==> src/osr_params.svh <==
`ifndef OSR_PARAMS_SVH
`define OSR_PARAMS_SVH

// ***************************************************
// start-up timer
// ***************************************************
`define OSR_STARTUP_CYCLES   1024
`define OSR_STARTUP_WIDTH    10

// ***************************************************
// primary oscillator modes and source codes
// ***************************************************
`define OSR_MODE_EXT         2'h0
`define OSR_MODE_MED         2'h1
`define OSR_MODE_HIGH        2'h2
`define OSR_MODE_OFF         2'h3
`define OSR_SRC_RC           3'h0
`define OSR_SRC_RC_PLL       3'h1
`define OSR_SRC_PRI          3'h2
`define OSR_SRC_PRI_PLL      3'h3
`define OSR_SRC_SEC          3'h4
`define OSR_SRC_RC_DIV16     3'h6
`define OSR_SRC_RC_DIVN      3'h7

// ***************************************************
// register map, fields and reset values
// ***************************************************
`define OSR_ADDR_CLOCK_DIVISOR_REG      8'h00
`define OSR_ADDR_TUNE        8'h04
`define OSR_ADDR_SWITCH      8'h08
`define OSR_ADDR_STATUS      8'h0c
`define OSR_POST_LSB         8
`define OSR_POST_MSB         10
`define OSR_POST_RESET       3'h0
`define OSR_POST_DIV16_CODE  3'h4
`define OSR_TUNE_MSB         5
`define OSR_TUNE_RESET       6'h00
`define OSR_TUNE_STEP_KHZ    30
`define OSR_ST_READY         0
`define OSR_ST_PRI_READY     1
`define OSR_ST_SEC_READY     2
`define OSR_ST_LOCK          3
`define OSR_ST_MODE_LSB      4
`define OSR_ST_OSC_OUTPUT_PIN_FN       6
`define OSR_ST_SRC_LSB       8
`define OSR_SYNC_STAGES      3

`endif

==> src/osr_pkg.sv <==
`default_nettype none
package osr_pkg;

   // ***************************************************
   // carriers
   // ***************************************************
   // classic wishbone request from the master
   typedef struct packed {
      logic        cyc;
      logic        stb;
      logic        we;
      logic [7:0]  adr;
      logic [3:0]  sel;
      logic [31:0] dat;
   } osr_wb_req_s;

   // configuration words fixed at programming time
   typedef struct packed {
      logic [2:0]  initial_source_cfg;
      logic [1:0]  primary_osc_mode_cfg;
      logic        osc_output_pin_pin_function_cfg;
   } osr_cfg_s;

   // one digital port bit behind an oscillator pin
   typedef struct packed {
      logic        data;
      logic        drive;
   } osr_gpio_s;

endpackage : osr_pkg
`default_nettype wire

==> src/osr_clock_front.sv <==
`timescale 1ns/1ps
`default_nettype none
`include "osr_params.svh"

module osr_clock_front
#(
   parameter int unsigned STARTUP_CYCLES = `OSR_STARTUP_CYCLES
)
(
   // clock, reset, enable
   input  wire logic                clock_in,
   input  wire logic                rst_n_in,
   input  wire logic                clk_en_in,
   // register bus
   input  wire osr_pkg::osr_wb_req_s wb_req_in,
   output logic [31:0]              wb_dat_out,
   output logic                     wb_ack_out,
   // configuration words and restart events
   input  wire osr_pkg::osr_cfg_s   cfg_in,
   input  wire logic                brown_out_in,
   input  wire logic                sleep_in,
   // raw oscillators and pll lock, all asynchronous
   input  wire logic                primary_osc_in,
   input  wire logic                secondary_osc_in,
   input  wire logic                rc_osc_in,
   input  wire logic                pll_locked_in,
   input  wire logic                secondary_enable_in,
   // instruction clock and port logic behind the pins
   input  wire logic                instruction_clock_in,
   input  wire osr_pkg::osr_gpio_s  osc_input_port_in,
   input  wire osr_pkg::osr_gpio_s  osc_output_port_in,
   output logic                     osc_input_port_data_out,
   output logic                     osc_output_port_data_out,
   // osc_input_pin
   input  wire logic                osc_input_pin_in,
   output logic                     osc_input_pin_out,
   output logic                     osc_input_pin_oe_n_out,
   // osc_output_pin
   input  wire logic                osc_output_pin_in,
   output logic                     osc_output_pin_out,
   output logic                     osc_output_pin_oe_n_out,
   // clock outputs toward switch and pll logic
   output logic                     sys_clock_tick_out,
   output logic                     pll_ref_tick_out,
   output logic                     rc_post_tick_out,
   output logic                     pll_path_out,
   output logic                     clock_ready_out,
   output logic                     primary_ready_out,
   output logic                     secondary_ready_out,
   output logic                     pll_lock_out,
   output logic [`OSR_TUNE_MSB:0]   rc_tune_out
);

   // ***************************************************
   // helper functions
   // ***************************************************
   // postscaler divide ratio for a select code
   function automatic logic [8:0] post_ratio(input logic [2:0] code);
      logic [8:0] r;
      r = 9'h001 << code;
      if (code == 3'h7)
      begin
         r = 9'h100;
      end
      return r;
   endfunction : post_ratio

   // true for source codes that route through the pll
   function automatic logic uses_pll(input logic [2:0] src);
      return (src == `OSR_SRC_RC_PLL) || (src == `OSR_SRC_PRI_PLL);
   endfunction : uses_pll

   // ***************************************************
   // input synchronisers
   // ***************************************************
   localparam int unsigned NS = 6;
   logic [NS-1:0] raw_w;
   logic [NS-1:0] sync1_reg;
   logic [NS-1:0] sync2_reg;
   logic [NS-1:0] sync3_reg;
   logic [NS-1:0] filt_reg;
   logic [NS-1:0] filt_d_reg;
   logic [NS-1:0] agree_w;
   logic [NS-1:0] filt_next;
   logic [NS-1:0] rise_w;

   assign raw_w = {osc_output_pin_in, osc_input_pin_in, pll_locked_in,
                   rc_osc_in, secondary_osc_in, primary_osc_in};
   // a change only counts once stages two and three agree
   assign agree_w   = ~(sync2_reg ^ sync3_reg);
   assign filt_next = (agree_w & sync3_reg) | (~agree_w & filt_reg);
   assign rise_w    = filt_reg & ~filt_d_reg;

   // three stages, then a filtered copy and its delay for edges
   always_ff @(posedge clock_in)
   begin
      if (!rst_n_in)
      begin
         sync1_reg  <= '0;
         sync2_reg  <= '0;
         sync3_reg  <= '0;
         filt_reg   <= '0;
         filt_d_reg <= '0;
      end
      else if (clk_en_in)
      begin
         sync1_reg  <= raw_w;
         sync2_reg  <= sync1_reg;
         sync3_reg  <= sync2_reg;
         filt_reg   <= filt_next;
         filt_d_reg <= filt_reg;
      end
   end

   logic pri_edge_w;
   logic sec_edge_w;
   logic rc_edge_w;
   logic pll_lock_sync_w;

   // edges only appear once the swing crosses the pin thresholds
   assign pri_edge_w      = rise_w[0];
   assign sec_edge_w      = rise_w[1];
   assign rc_edge_w       = rise_w[2];
   assign pll_lock_sync_w = filt_reg[3];

   // ***************************************************
   // configuration capture after reset release
   // ***************************************************
   logic            cfg_loaded_reg;
   osr_pkg::osr_cfg_s cfg_reg;
   logic            load_w;

   assign load_w = clk_en_in && !cfg_loaded_reg;

   // configuration words are sampled once, the cycle after reset
   always_ff @(posedge clock_in)
   begin
      if (!rst_n_in)
      begin
         cfg_loaded_reg <= 1'b0;
         cfg_reg        <= '0;
      end
      else if (load_w)
      begin
         cfg_loaded_reg <= 1'b1;
         cfg_reg        <= cfg_in;
      end
   end

   logic [1:0] mode_w;
   logic       crystal_w;
   logic       ext_w;
   logic       pri_off_w;

   // primary mode field decode
   assign mode_w    = cfg_reg.primary_osc_mode_cfg;
   assign crystal_w = (mode_w == `OSR_MODE_MED) || (mode_w == `OSR_MODE_HIGH);
   assign ext_w     = (mode_w == `OSR_MODE_EXT);
   assign pri_off_w = (mode_w == `OSR_MODE_OFF);

   // ***************************************************
   // start-up timers
   // ***************************************************
   logic sleep_d_reg;
   logic restart_w;
   logic pri_ready_w;
   logic sec_ready_w;

   // restart on reset load, brown-out and the end of sleep
   assign restart_w = load_w || brown_out_in || (sleep_d_reg && !sleep_in);

   always_ff @(posedge clock_in)
   begin
      if (!rst_n_in)
      begin
         sleep_d_reg <= 1'b0;
      end
      else if (clk_en_in)
      begin
         sleep_d_reg <= sleep_in;
      end
   end

   // one timer per crystal oscillator, each gated on its own
   osr_startup_timer #(.CYCLES(STARTUP_CYCLES)) u_pri_timer
   (
      .clock_in    (clock_in),
      .rst_n_in    (rst_n_in),
      .clk_en_in   (clk_en_in),
      .enable_in   (cfg_loaded_reg && !pri_off_w && !sleep_in),
      .restart_in  (restart_w),
      .bypass_in   (ext_w),
      .osc_edge_in (pri_edge_w),
      .ready_out   (pri_ready_w)
   );

   osr_startup_timer #(.CYCLES(STARTUP_CYCLES)) u_sec_timer
   (
      .clock_in    (clock_in),
      .rst_n_in    (rst_n_in),
      .clk_en_in   (clk_en_in),
      .enable_in   (cfg_loaded_reg && secondary_enable_in && !sleep_in),
      .restart_in  (restart_w),
      .bypass_in   (1'b0),
      .osc_edge_in (sec_edge_w),
      .ready_out   (sec_ready_w)
   );

   // ***************************************************
   // register bus slave
   // ***************************************************
   logic       ack_reg;
   logic [31:0] dat_reg;
   logic [2:0] post_sel_reg;
   logic [`OSR_TUNE_MSB:0] tune_reg;
   logic [2:0] src_reg;
   logic       lock_reg;
   logic       req_w;
   logic       wr_w;
   logic       wr_div_w;
   logic       wr_tune_w;
   logic       wr_sw_w;
   logic [31:0] rd_w;
   logic [31:0] status_w;
   logic       src_ready_w;

   // a write lands at the edge the master sees ack
   assign req_w     = wb_req_in.cyc && wb_req_in.stb;
   assign wr_w      = req_w && wb_req_in.we && ack_reg;
   assign wr_div_w  = wr_w && (wb_req_in.adr == `OSR_ADDR_CLOCK_DIVISOR_REG) && wb_req_in.sel[1];
   assign wr_tune_w = wr_w && (wb_req_in.adr == `OSR_ADDR_TUNE) && wb_req_in.sel[0];
   assign wr_sw_w   = wr_w && (wb_req_in.adr == `OSR_ADDR_SWITCH) && wb_req_in.sel[0];

   assign status_w = {21'h000000, cfg_reg.initial_source_cfg, 1'b0, cfg_reg.osc_output_pin_pin_function_cfg,
                      mode_w, lock_reg, sec_ready_w, pri_ready_w, clock_ready_out};

   // read mux, unmapped offsets read as zero
   assign rd_w = (wb_req_in.adr == `OSR_ADDR_CLOCK_DIVISOR_REG) ? {21'h000000, post_sel_reg, 8'h00} :
                 (wb_req_in.adr == `OSR_ADDR_TUNE)   ? {26'h0000000, tune_reg} :
                 (wb_req_in.adr == `OSR_ADDR_SWITCH) ? {29'h00000000, src_reg} :
                 (wb_req_in.adr == `OSR_ADDR_STATUS) ? status_w : 32'h00000000;

   // single-wait-state answer; ack drops the cycle after it rose
   always_ff @(posedge clock_in)
   begin
      if (!rst_n_in)
      begin
         ack_reg <= 1'b0;
         dat_reg <= 32'h00000000;
      end
      else if (clk_en_in)
      begin
         ack_reg <= req_w && !ack_reg;
         dat_reg <= rd_w;
      end
   end

   // control registers; the source follows the config words at power-on
   always_ff @(posedge clock_in)
   begin
      if (!rst_n_in)
      begin
         post_sel_reg <= `OSR_POST_RESET;
         tune_reg     <= `OSR_TUNE_RESET;
         src_reg      <= `OSR_SRC_RC;
      end
      else if (clk_en_in)
      begin
         if (wr_div_w)
         begin
            post_sel_reg <= wb_req_in.dat[`OSR_POST_MSB:`OSR_POST_LSB];
         end
         if (wr_tune_w)
         begin
            tune_reg <= wb_req_in.dat[`OSR_TUNE_MSB:0];
         end
         if (load_w)
         begin
            src_reg <= cfg_in.initial_source_cfg;
         end
         else if (wr_sw_w)
         begin
            src_reg <= wb_req_in.dat[2:0];
         end
      end
   end

   // lock clears on power-on and switch into a pll source; stale lock is not trusted
   always_ff @(posedge clock_in)
   begin
      if (!rst_n_in)
      begin
         lock_reg <= 1'b0;
      end
      else if (clk_en_in)
      begin
         if (load_w || (wr_sw_w && uses_pll(wb_req_in.dat[2:0])) || !uses_pll(src_reg))
         begin
            lock_reg <= 1'b0;
         end
         else if (pll_lock_sync_w && src_ready_w)
         begin
            lock_reg <= 1'b1;
         end
      end
   end

   assign wb_dat_out = dat_reg;
   assign wb_ack_out = ack_reg;
   assign rc_tune_out = tune_reg;

   // ***************************************************
   // rc postscaler and source routing
   // ***************************************************
   logic [7:0] post_cnt_reg;
   logic [7:0] post_last_w;
   logic [8:0] ratio_w;
   logic       post_tick_w;
   logic       rc_div16_w;

   // the div16 source ignores the select field
   assign rc_div16_w  = (src_reg == `OSR_SRC_RC_DIV16);
   assign ratio_w     = post_ratio(rc_div16_w ? `OSR_POST_DIV16_CODE : post_sel_reg);
   assign post_last_w = 8'(ratio_w - 9'h001);
   // >= keeps a shrinking ratio from running the count past its end
   assign post_tick_w = rc_edge_w && (post_cnt_reg >= post_last_w);

   always_ff @(posedge clock_in)
   begin
      if (!rst_n_in)
      begin
         post_cnt_reg <= 8'h00;
      end
      else if (clk_en_in && rc_edge_w)
      begin
         post_cnt_reg <= post_tick_w ? 8'h00 : post_cnt_reg + 8'h01;
      end
   end

   logic sys_tick_w;
   logic pll_tick_w;
   logic pri_tick_w;

   assign pri_tick_w = pri_edge_w && pri_ready_w;

   // system and pll reference selection per source
   assign sys_tick_w = (src_reg == `OSR_SRC_RC)       ? rc_edge_w :
                       (src_reg == `OSR_SRC_RC_DIVN)  ? post_tick_w :
                       rc_div16_w                     ? post_tick_w :
                       (src_reg == `OSR_SRC_PRI)      ? pri_tick_w :
                       (src_reg == `OSR_SRC_SEC)      ? (sec_edge_w && sec_ready_w) : 1'b0;
   assign pll_tick_w = (src_reg == `OSR_SRC_RC_PLL)   ? post_tick_w :
                       (src_reg == `OSR_SRC_PRI_PLL)  ? pri_tick_w : 1'b0;

   // ready needs the timer on primary and secondary sources, and on pll sources the lock as well
   assign src_ready_w = (src_reg == `OSR_SRC_PRI || src_reg == `OSR_SRC_PRI_PLL) ? pri_ready_w :
                        (src_reg == `OSR_SRC_SEC) ? sec_ready_w : 1'b1;

   // ***************************************************
   // pin function selection
   // ***************************************************
   logic in_pin_out_next;
   logic in_pin_oe_n_next;
   logic out_pin_out_next;
   logic out_pin_oe_n_next;
   logic osc_output_pin_clk_w;

   assign osc_output_pin_clk_w = cfg_reg.osc_output_pin_pin_function_cfg;
   // input pin is port i/o only when the oscillator is off
   assign in_pin_out_next  = pri_off_w && osc_input_port_in.data;
   assign in_pin_oe_n_next = !(pri_off_w && osc_input_port_in.drive);
   // crystal owns the output pin; otherwise the function bit decides
   assign out_pin_out_next  = crystal_w ? 1'b0 :
                              osc_output_pin_clk_w ? instruction_clock_in : osc_output_port_in.data;
   assign out_pin_oe_n_next = crystal_w ? 1'b1 :
                              osc_output_pin_clk_w ? 1'b0 : !osc_output_port_in.drive;

   // registered outputs; pins stay released until config is loaded
   always_ff @(posedge clock_in)
   begin
      if (!rst_n_in)
      begin
         osc_input_pin_out        <= 1'b0;
         osc_input_pin_oe_n_out   <= 1'b1;
         osc_output_pin_out       <= 1'b0;
         osc_output_pin_oe_n_out  <= 1'b1;
         osc_input_port_data_out  <= 1'b0;
         osc_output_port_data_out <= 1'b0;
         sys_clock_tick_out       <= 1'b0;
         pll_ref_tick_out         <= 1'b0;
         rc_post_tick_out         <= 1'b0;
         pll_path_out             <= 1'b0;
         clock_ready_out          <= 1'b0;
      end
      else if (clk_en_in)
      begin
         osc_input_pin_out        <= cfg_loaded_reg && in_pin_out_next;
         osc_input_pin_oe_n_out   <= !cfg_loaded_reg || in_pin_oe_n_next;
         osc_output_pin_out       <= cfg_loaded_reg && out_pin_out_next;
         osc_output_pin_oe_n_out  <= !cfg_loaded_reg || out_pin_oe_n_next;
         osc_input_port_data_out  <= pri_off_w && filt_reg[4];
         osc_output_port_data_out <= !crystal_w && filt_reg[5];
         sys_clock_tick_out       <= sys_tick_w;
         pll_ref_tick_out         <= pll_tick_w;
         rc_post_tick_out         <= post_tick_w;
         pll_path_out             <= uses_pll(src_reg);
         clock_ready_out          <= cfg_loaded_reg && src_ready_w && (!uses_pll(src_reg) || lock_reg);
      end
   end

   assign primary_ready_out   = pri_ready_w;
   assign secondary_ready_out = sec_ready_w;
   assign pll_lock_out        = lock_reg;

endmodule : osr_clock_front
`default_nettype wire

==> src/osr_startup_timer.sv <==
`timescale 1ns/1ps
`default_nettype none
`include "osr_params.svh"

module osr_startup_timer
#(
   parameter int unsigned CYCLES = `OSR_STARTUP_CYCLES
)
(
   // clock and reset
   input  wire logic clock_in,
   input  wire logic rst_n_in,
   input  wire logic clk_en_in,
   // control
   input  wire logic enable_in,
   input  wire logic restart_in,
   input  wire logic bypass_in,
   input  wire logic osc_edge_in,
   // status
   output logic      ready_out
);

   localparam int unsigned W = $clog2(CYCLES);
   localparam logic [W-1:0] LAST = W'(CYCLES - 1);

   // a one-cycle count would release on noise alone
   if (CYCLES < 2)
   begin : g_bad_cycles
      $error("osr_startup_timer: CYCLES must be at least 2");
   end

   logic [W-1:0] count_reg;
   logic         ready_reg;

   // count qualified edges, then latch ready until disabled or restarted
   always_ff @(posedge clock_in)
   begin
      if (!rst_n_in)
      begin
         count_reg <= '0;
         ready_reg <= 1'b0;
      end
      else if (clk_en_in)
      begin
         if (!enable_in || restart_in)
         begin
            count_reg <= '0;
            ready_reg <= 1'b0;
         end
         else if (bypass_in)
         begin
            count_reg <= '0;
            ready_reg <= 1'b1;
         end
         else if (!ready_reg && osc_edge_in)
         begin
            if (count_reg == LAST)
            begin
               count_reg <= '0;
               ready_reg <= 1'b1;
            end
            else
            begin
               count_reg <= count_reg + 1'b1;
            end
         end
      end
   end

   assign ready_out = ready_reg;

endmodule : osr_startup_timer
`default_nettype wire

==> config.mk <==
export PLATFORM = sky130hd
export DESIGN_NAME = osr_clock_front
export DESIGN_NICKNAME = d
export VERILOG_FILES = /design/src/osr_pkg.sv /design/src/osr_clock_front.sv /design/src/osr_startup_timer.sv
export VERILOG_INCLUDE_DIRS = /design/src
export SDC_FILE = /design/constraint.sdc
export NUM_CORES = 1
export LEC_CHECK = 0
export ABC_AREA = 0
export BUFFER_PORTS_ARGS = -buffer_cell sky130_fd_sc_hd__buf_2
export CORE_MARGIN = 3
export CORE_UTILIZATION = 25
export CTS_CLUSTER_DIAMETER = 60
export CTS_CLUSTER_SIZE = 24
export DETAILED_ROUTE_END_ITERATION = 10
export GPL_ROUTABILITY_DRIVEN = 0
export PLACE_DENSITY = 0.54
export SYNTH_ARGS = -nofsm -noshare
export SYNTH_HDL_FRONTEND = slang
export SYNTH_SLANG_ARGS = --single-unit
==> constraint.sdc <==
create_clock -name clock_in -period 3.3 [get_ports clock_in]
set_input_delay 0.165 -clock clock_in [delete_from_list [all_inputs] [get_ports clock_in]]
set_output_delay 0.165 -clock clock_in [all_outputs]
set_load 0.01 [all_outputs]
; ---- Word level (Yosys, flattened, before mapping)
; Cells that the tools add are included.
; W data, S select, Z words.
[totals]
romBits = 0
ff_bits = 122
latch_bits = 0
mem_bits_rw = 0
n_memories = 0
[classes]
n_div = 0
magnitude_cmp = 1
eq_ne = 17
muxes = 38
n_shift = 1
bitwise = 8
addsub = 4
n_mul = 0
reduce_logical = 74
[op_table]
columns = operator, count
row1 = $mux W10, 7
row2 = $mux W11, 4
row3 = $logic_and A1 B1 Y1, 32
row4 = $mux W1, 22
row5 = $add A10 B1 Y10 const B, 2
row6 = $eq A10 B10 Y1 const B, 2
row7 = $eq A8 B4 Y1 const B, 2
row8 = $mux W8, 2
row9 = $logic_or A1 B1 Y1, 13
row10 = $and A6 B6 Y6, 2
row11 = $eq A3 B3 Y1 const B, 4
row12 = $logic_not A1 Y1, 12
row13 = $not A6 Y6, 2
row14 = $reduce_and A2 Y1, 6
row15 = $eq A3 B2 Y1 const B, 3
row16 = $mux W3, 3
row17 = $add A8 B1 Y8 const B, 1
row18 = $eq A8 B3 Y1 const B, 1
row19 = $ge A8 B8 Y1, 1
row20 = $logic_not A8 Y1, 1
row21 = $reduce_bool A2 Y1, 4
row22 = $shl A1 B3 Y8 const A, 1
row23 = $sub A8 B1 Y8 const B, 1
row24 = $eq A3 B1 Y1 const B, 2
row25 = other kinds (10), 13

; ---- Longest topological paths before layout
[logic_depth]
ltp_word = 10
mapped_depth = 14
ltp_nobuf = 12

; ---- Hierarchy
; From an unflattened synthesis, not the netlist that was laid out.
[unflattened]
cells_unflattened = 571
hier_area_um2 = 4996.0
[by_module_without_submodules]
columns = module, n_inst, area_per_inst_um2, cells_each, seq_area_each_um2
row1 = osr_clock_front, 1, 3829.9, 443, 1561.5
row2 = osr_startup_timer, 2, 583.1, 64, 220.2

; ---- Worst setup path after synthesis
; No wires, ideal clock.
[synth_timing]
kind = flip-flop to flip-flop
from = reg src_reg[1]
to = reg rc_post_tick_out
setup_time_ns = 0.117
stages_incl_launch_ff = 15
setup_slack_ns = 0.334
period_less_slack_ns = 2.966
arrival_ns = 2.848
n_path_buf = 2
path_cell_list = dfxtp_1 > clkbuf_1 > nand3b_1 > nor2b_1 > nand3b_1 > ha_1 > xnor2_1 > and3_1 > o21ai_0 > ha_1 > a21o_1 > a21oi_1 > clkbuf_1 > o31ai_1 > a32o_1
[synth_via]
elab_chain_len = 7
[synth_lines]
columns = element, line_no
row1 = start: declaration, osr_clock_front.sv:216  ; logic [2:0] src_reg;
row2 = start signal: assignment, osr_clock_front.sv:265  ; src_reg <= `OSR_SRC_RC;
row3 = start signal: assignment, osr_clock_front.sv:279  ; src_reg <= cfg_in.initial_source_cfg;
row4 = start signal: assignment, osr_clock_front.sv:283  ; src_reg <= wb_req_in.dat[2:0];
row5 = $eq A3 B3 Y1 (no source line) *, n/a
row6 = $mux W3 *, osr_clock_front.sv:323  ; assign ratio_w = post_ratio(rc_div16_w ? `OSR_POST_DIV16_CODE : post_sel_reg);
row7 = $eq A3 B3 Y1 / $shl A1 B3 Y8 (equally long branches), "osr_clock_front.sv:61, osr_clock_front.sv:60"
row8 = $mux W8 *, osr_clock_front.sv:61  ; if (code == 3'h7)
row9 = $sub A8 B1 Y8 *, osr_clock_front.sv:324  ; assign post_last_w = 8'(ratio_w - 9'h001);
row10 = $ge A8 B8 Y1 *, osr_clock_front.sv:326  ; assign post_tick_w = rc_edge_w && (post_cnt_reg >= post_last_w);
row11 = $logic_and A1 B1 Y1 *, osr_clock_front.sv:326
row12 = end signal: assignment, osr_clock_front.sv:405  ; rc_post_tick_out <= post_tick_w;
row13 = end: declaration, osr_clock_front.sv:45  ; output logic rc_post_tick_out,
; Mark *: on every way between the ends. The rest lies on a longest branch, timed or not.
; A chain may end at the register's enable or synchronous reset.

; ---- Final worst setup path
[layout_timing]
from = reg src_reg[0]
to = reg post_cnt_reg[5]
[layout_via]
elab_chain_len = 8
[layout_lines]
columns = element, line_no
row1 = $eq A3 B3 Y1 (no source line) *, n/a
row2 = $mux W3 *, osr_clock_front.sv:323
row3 = $eq A3 B3 Y1 / $shl A1 B3 Y8 (equally long branches), "osr_clock_front.sv:61, osr_clock_front.sv:60"
row4 = $mux W8 *, osr_clock_front.sv:61
row5 = $sub A8 B1 Y8 *, osr_clock_front.sv:324
row6 = $ge A8 B8 Y1 *, osr_clock_front.sv:326
row7 = $logic_and A1 B1 Y1 *, osr_clock_front.sv:326
row8 = $mux W8 *, osr_clock_front.sv:336  ; post_cnt_reg <= post_tick_w ? 8'h00 : post_cnt_reg + 8'h01;
row9 = end signal: assignment, osr_clock_front.sv:336
row10 = end: declaration, osr_clock_front.sv:315  ; logic [7:0] post_cnt_reg;
; Marks and branches as above.

==> metrics.csv <==
stage;metric;value;unit
outcome;status;complete, no violations;
global_route;GR Overflow Total;0;
timing;Rel. slew slack;47.8;%
global_route;global-route wire length before repair;21.9;mm
cells_and_area;Nets;747;
timing;TNS Setup;0;ns
cells_and_area;design area;6010;µm²
setup_path;CP Capture Type;flop;
placement;placed cell count;917;
drt;first drt pass iteration count;4;
timing;fin crit share;88.6;%
cells_and_area;Area growth syn-to-layout;18.8;%
floorplanning;die height;148;µm
setup_path;critical path arrival;3.21;ns
synth;Async S/R FF share, synth;0;%
placement;Place WS;0.226;ns
synth;Main synth FF type;dfxtp_1;
timing;final setup violation count;0;
drt;DRC Markers;0;
placement;Port-buffer cells;75;
timing;clk_skew;0.00774;ns
cells_and_area;Finished Core Util;30.6;%
drt;Starting DRT DRC Count;330;
synth;sequential area share after synthesis;39.5;%
drt;ANT nets after route;0;
drt;vias per std cell;4.77;
cts;Root Driver;clkbuf_16;
power;total power;2.71;mW
placement;Area after DPL;5660;µm²
drt;detail-routed net length per standard cell;14.5;µm
setup_path;critical path required time;3.58;ns
setup_path;setup slack, reg-to-reg;0.38;ns
placement;hpwl dp;9.87;mm
synth;Post-synth EDFFs;0;
setup_path;worst r2r src;src_reg[0];
power;Worst VDD drop;0.220;mV
synth;yosys warns;0;
cts;# clock sinks;100;
timing;Final Hold Fails;0;
floorplanning;row count;51;
cells_and_area;ant diodes;0;
setup_path;FF-to-FF End;post_cnt_reg[5];
cts;cts hold-fix bufs;0;
floorplanning;starting density of the core;25.8;%
cts;CTS H-tree lvls;3;
global_route;initial antenna violation count;0;
cts;Inserted Clock Buffers;9;
hold_path;hold path cells;3;
setup_path;CP max FO;5;
drt;vias after detailed routing;4454;
hold_path;hold path start;pll_locked_in;
cells_and_area;Layout Cells excl Fill;933;
synth;synthesized area;5060;µm²
timing;final hold slack;0.0391;ns
power;static leakage;2.35;nW
timing;fmax;342;MHz
drt;Routed WL;13.5;mm
floorplanning;I/O pin total;123;
setup_path;CP Class;flop to flop;
global_route;GRT Overall Usage;12.3;%
cts;clock-pin slew on the worst setup and hold paths;0.07;ns
floorplanning;Die Area;22000;µm²
cts;CTS tree;built;
cts;Max Buffers Root-to-Sink;2;
cts;post-CTS setup buffer count;0;
setup_path;crit start category;flop;
synth;library cells used by synthesis;58;
floorplanning;Core ar.;19700;µm²
job;max_cap viols;0;
floorplanning;die width;148;µm
hold_path;Hold Crit Class;input pin to flop;
global_route;vias in the first global route;4125;
synth;syn avg cell area;8.50;µm²
hold_path;hold endpoint;sync1_reg[3];
cells_and_area;share of cells above drive strength 1;17.7;%
power;Power Dens Cells;450;nW/µm²
timing;fin. max-slew vios;0;
synth;cell count after synthesis;596;
setup_path;reg2reg path depth;12;
timing;Worst Slack Setup Final;0.376;ns
timing;Slew @ Worst Pin;0.780;ns
cts;count of cells resized by post-cts repair;0;
global_route;largest net degree at the start of global routing;42;
synth;register bit total from synthesis;100;
cts;worst skew pair latency;0.36;ns
timing;RSZ-0062 raised after global routing;false;
timing;post-route minimum period;2.92;ns
## power by group
part | switching, mW | internal, mW
combinational | 0.140 | 0.0774
clock | 0.498 | 0.747
sequential | 0.0160 | 1.23
total | 0.654 | 2.05
## area by class of cell
class / instances / area, µm²
Fill cell: 2138 / 13600
Multi-Input combinational cell: 454 / 2820
Sequential cell: 100 / 2000
Timing Repair Buffer: 89 / 480
Tap cell: 265 / 332
Clock buffer: 9 / 225
Clock inverter: 7 / 124
Inverter: 9 / 33.8
## worst max path at each step
stage / from / to / slack, ns / cells after the start
after floorplan: src_reg[1] / rc_post_tick_out / 0.33 / 14
after global placement: src_reg[0] / post_cnt_reg[5] / 0.25 / 13
after detailed placement: src_reg[0] / post_cnt_reg[6] / 0.23 / 13
after CTS: src_reg[0] / post_cnt_reg[5] / 0.21 / 13
after global routing: src_reg[0] / post_cnt_reg[5] / 0.04 / 13
final: src_reg[0] / post_cnt_reg[5] / 0.38 / 12
## Yosys cell counts (4+ instances only)
master	number	share of area (%)
a31oi_1	4	0.49
o41ai_1	4	0.69
a211oi_1	4	0.59
buf_1	7	0.52
o211ai_1	6	0.89
o31ai_1	8	1.2
clkbuf_1	21	1.6
o311ai_0	10	1.7
nor2b_1	6	0.74
nand3b_1	6	0.89
nand4b_1	5	0.86
or3_1	8	0.99
nor4_1	4	0.49
and3_1	8	0.99
nand2_1	64	4.7
a21oi_1	45	4.4
xnor2_1	4	0.69
or4_1	6	0.89
mux2i_1	35	6.9
nand2b_1	4	0.49
buf_4	24	3.6
nor3b_1	4	0.59
nor2_1	53	3.9
and2_1	4	0.49
nand4_1	9	1.1
a21o_1	7	1.0
dfxtp_1	100	40
ha_1	14	3.5
inv_1	8	0.59
nand3_1	31	3.1
o21ai_0	28	2.8
nor3_1	11	1.1
## cells by family after synthesis
kind of cell    after synthesis  synth area share, %
fa+ha+maj                    14                 3.46
other cells                   1               0.0741
buf+inv                      63                 6.50
compound gates              138                 18.3
mux                          37                 7.36
xor+xnor                      7                 1.21
simple gates                236                 23.6
flops                       100                 39.5
## critical path: stages, from the launching register on
cell       delay [ns]
dfxtp_1          0.33
nand3b_1         0.19
nor2b_2          0.25
nand3b_1         0.10
ha_1             0.26
xnor2_1          0.13
and3_1           0.17
o21ai_0          0.17
ha_1             0.27
a21o_1           0.22
a2111oi_0        0.42
o311ai_0         0.22
o211ai_1         0.12
## placed cells by master (no fill, tap or decap), types with 7 or more instances in the layout
cell	instances
a21o_1	7
o311ai_0	10
nand3_1	31
a21oi_1	44
nor2_1	53
buf_2	75
dfxtp_1	100
o31ai_1	8
o21ai_0	28
nand4_1	9
nand2_1	64
conb_1	22
buf_4	14
nor3_1	11
mux2i_1	35
clkbuf_16	9
ha_1	14
and3_1	8
inv_1	7
or3_1	8
## layer usage
layer / GRT usage [%] / share of wire [%] / routed length, µm
met1: 17.0 / 48 / 6470
met2: 18.2 / 43 / 5880
met3: 3.35 / 6.8 / 919
met4: 4.90 / 1.8 / 249
met5: 0 / 0 / 0
Note: power is estimated with default switching activity, not from simulation.
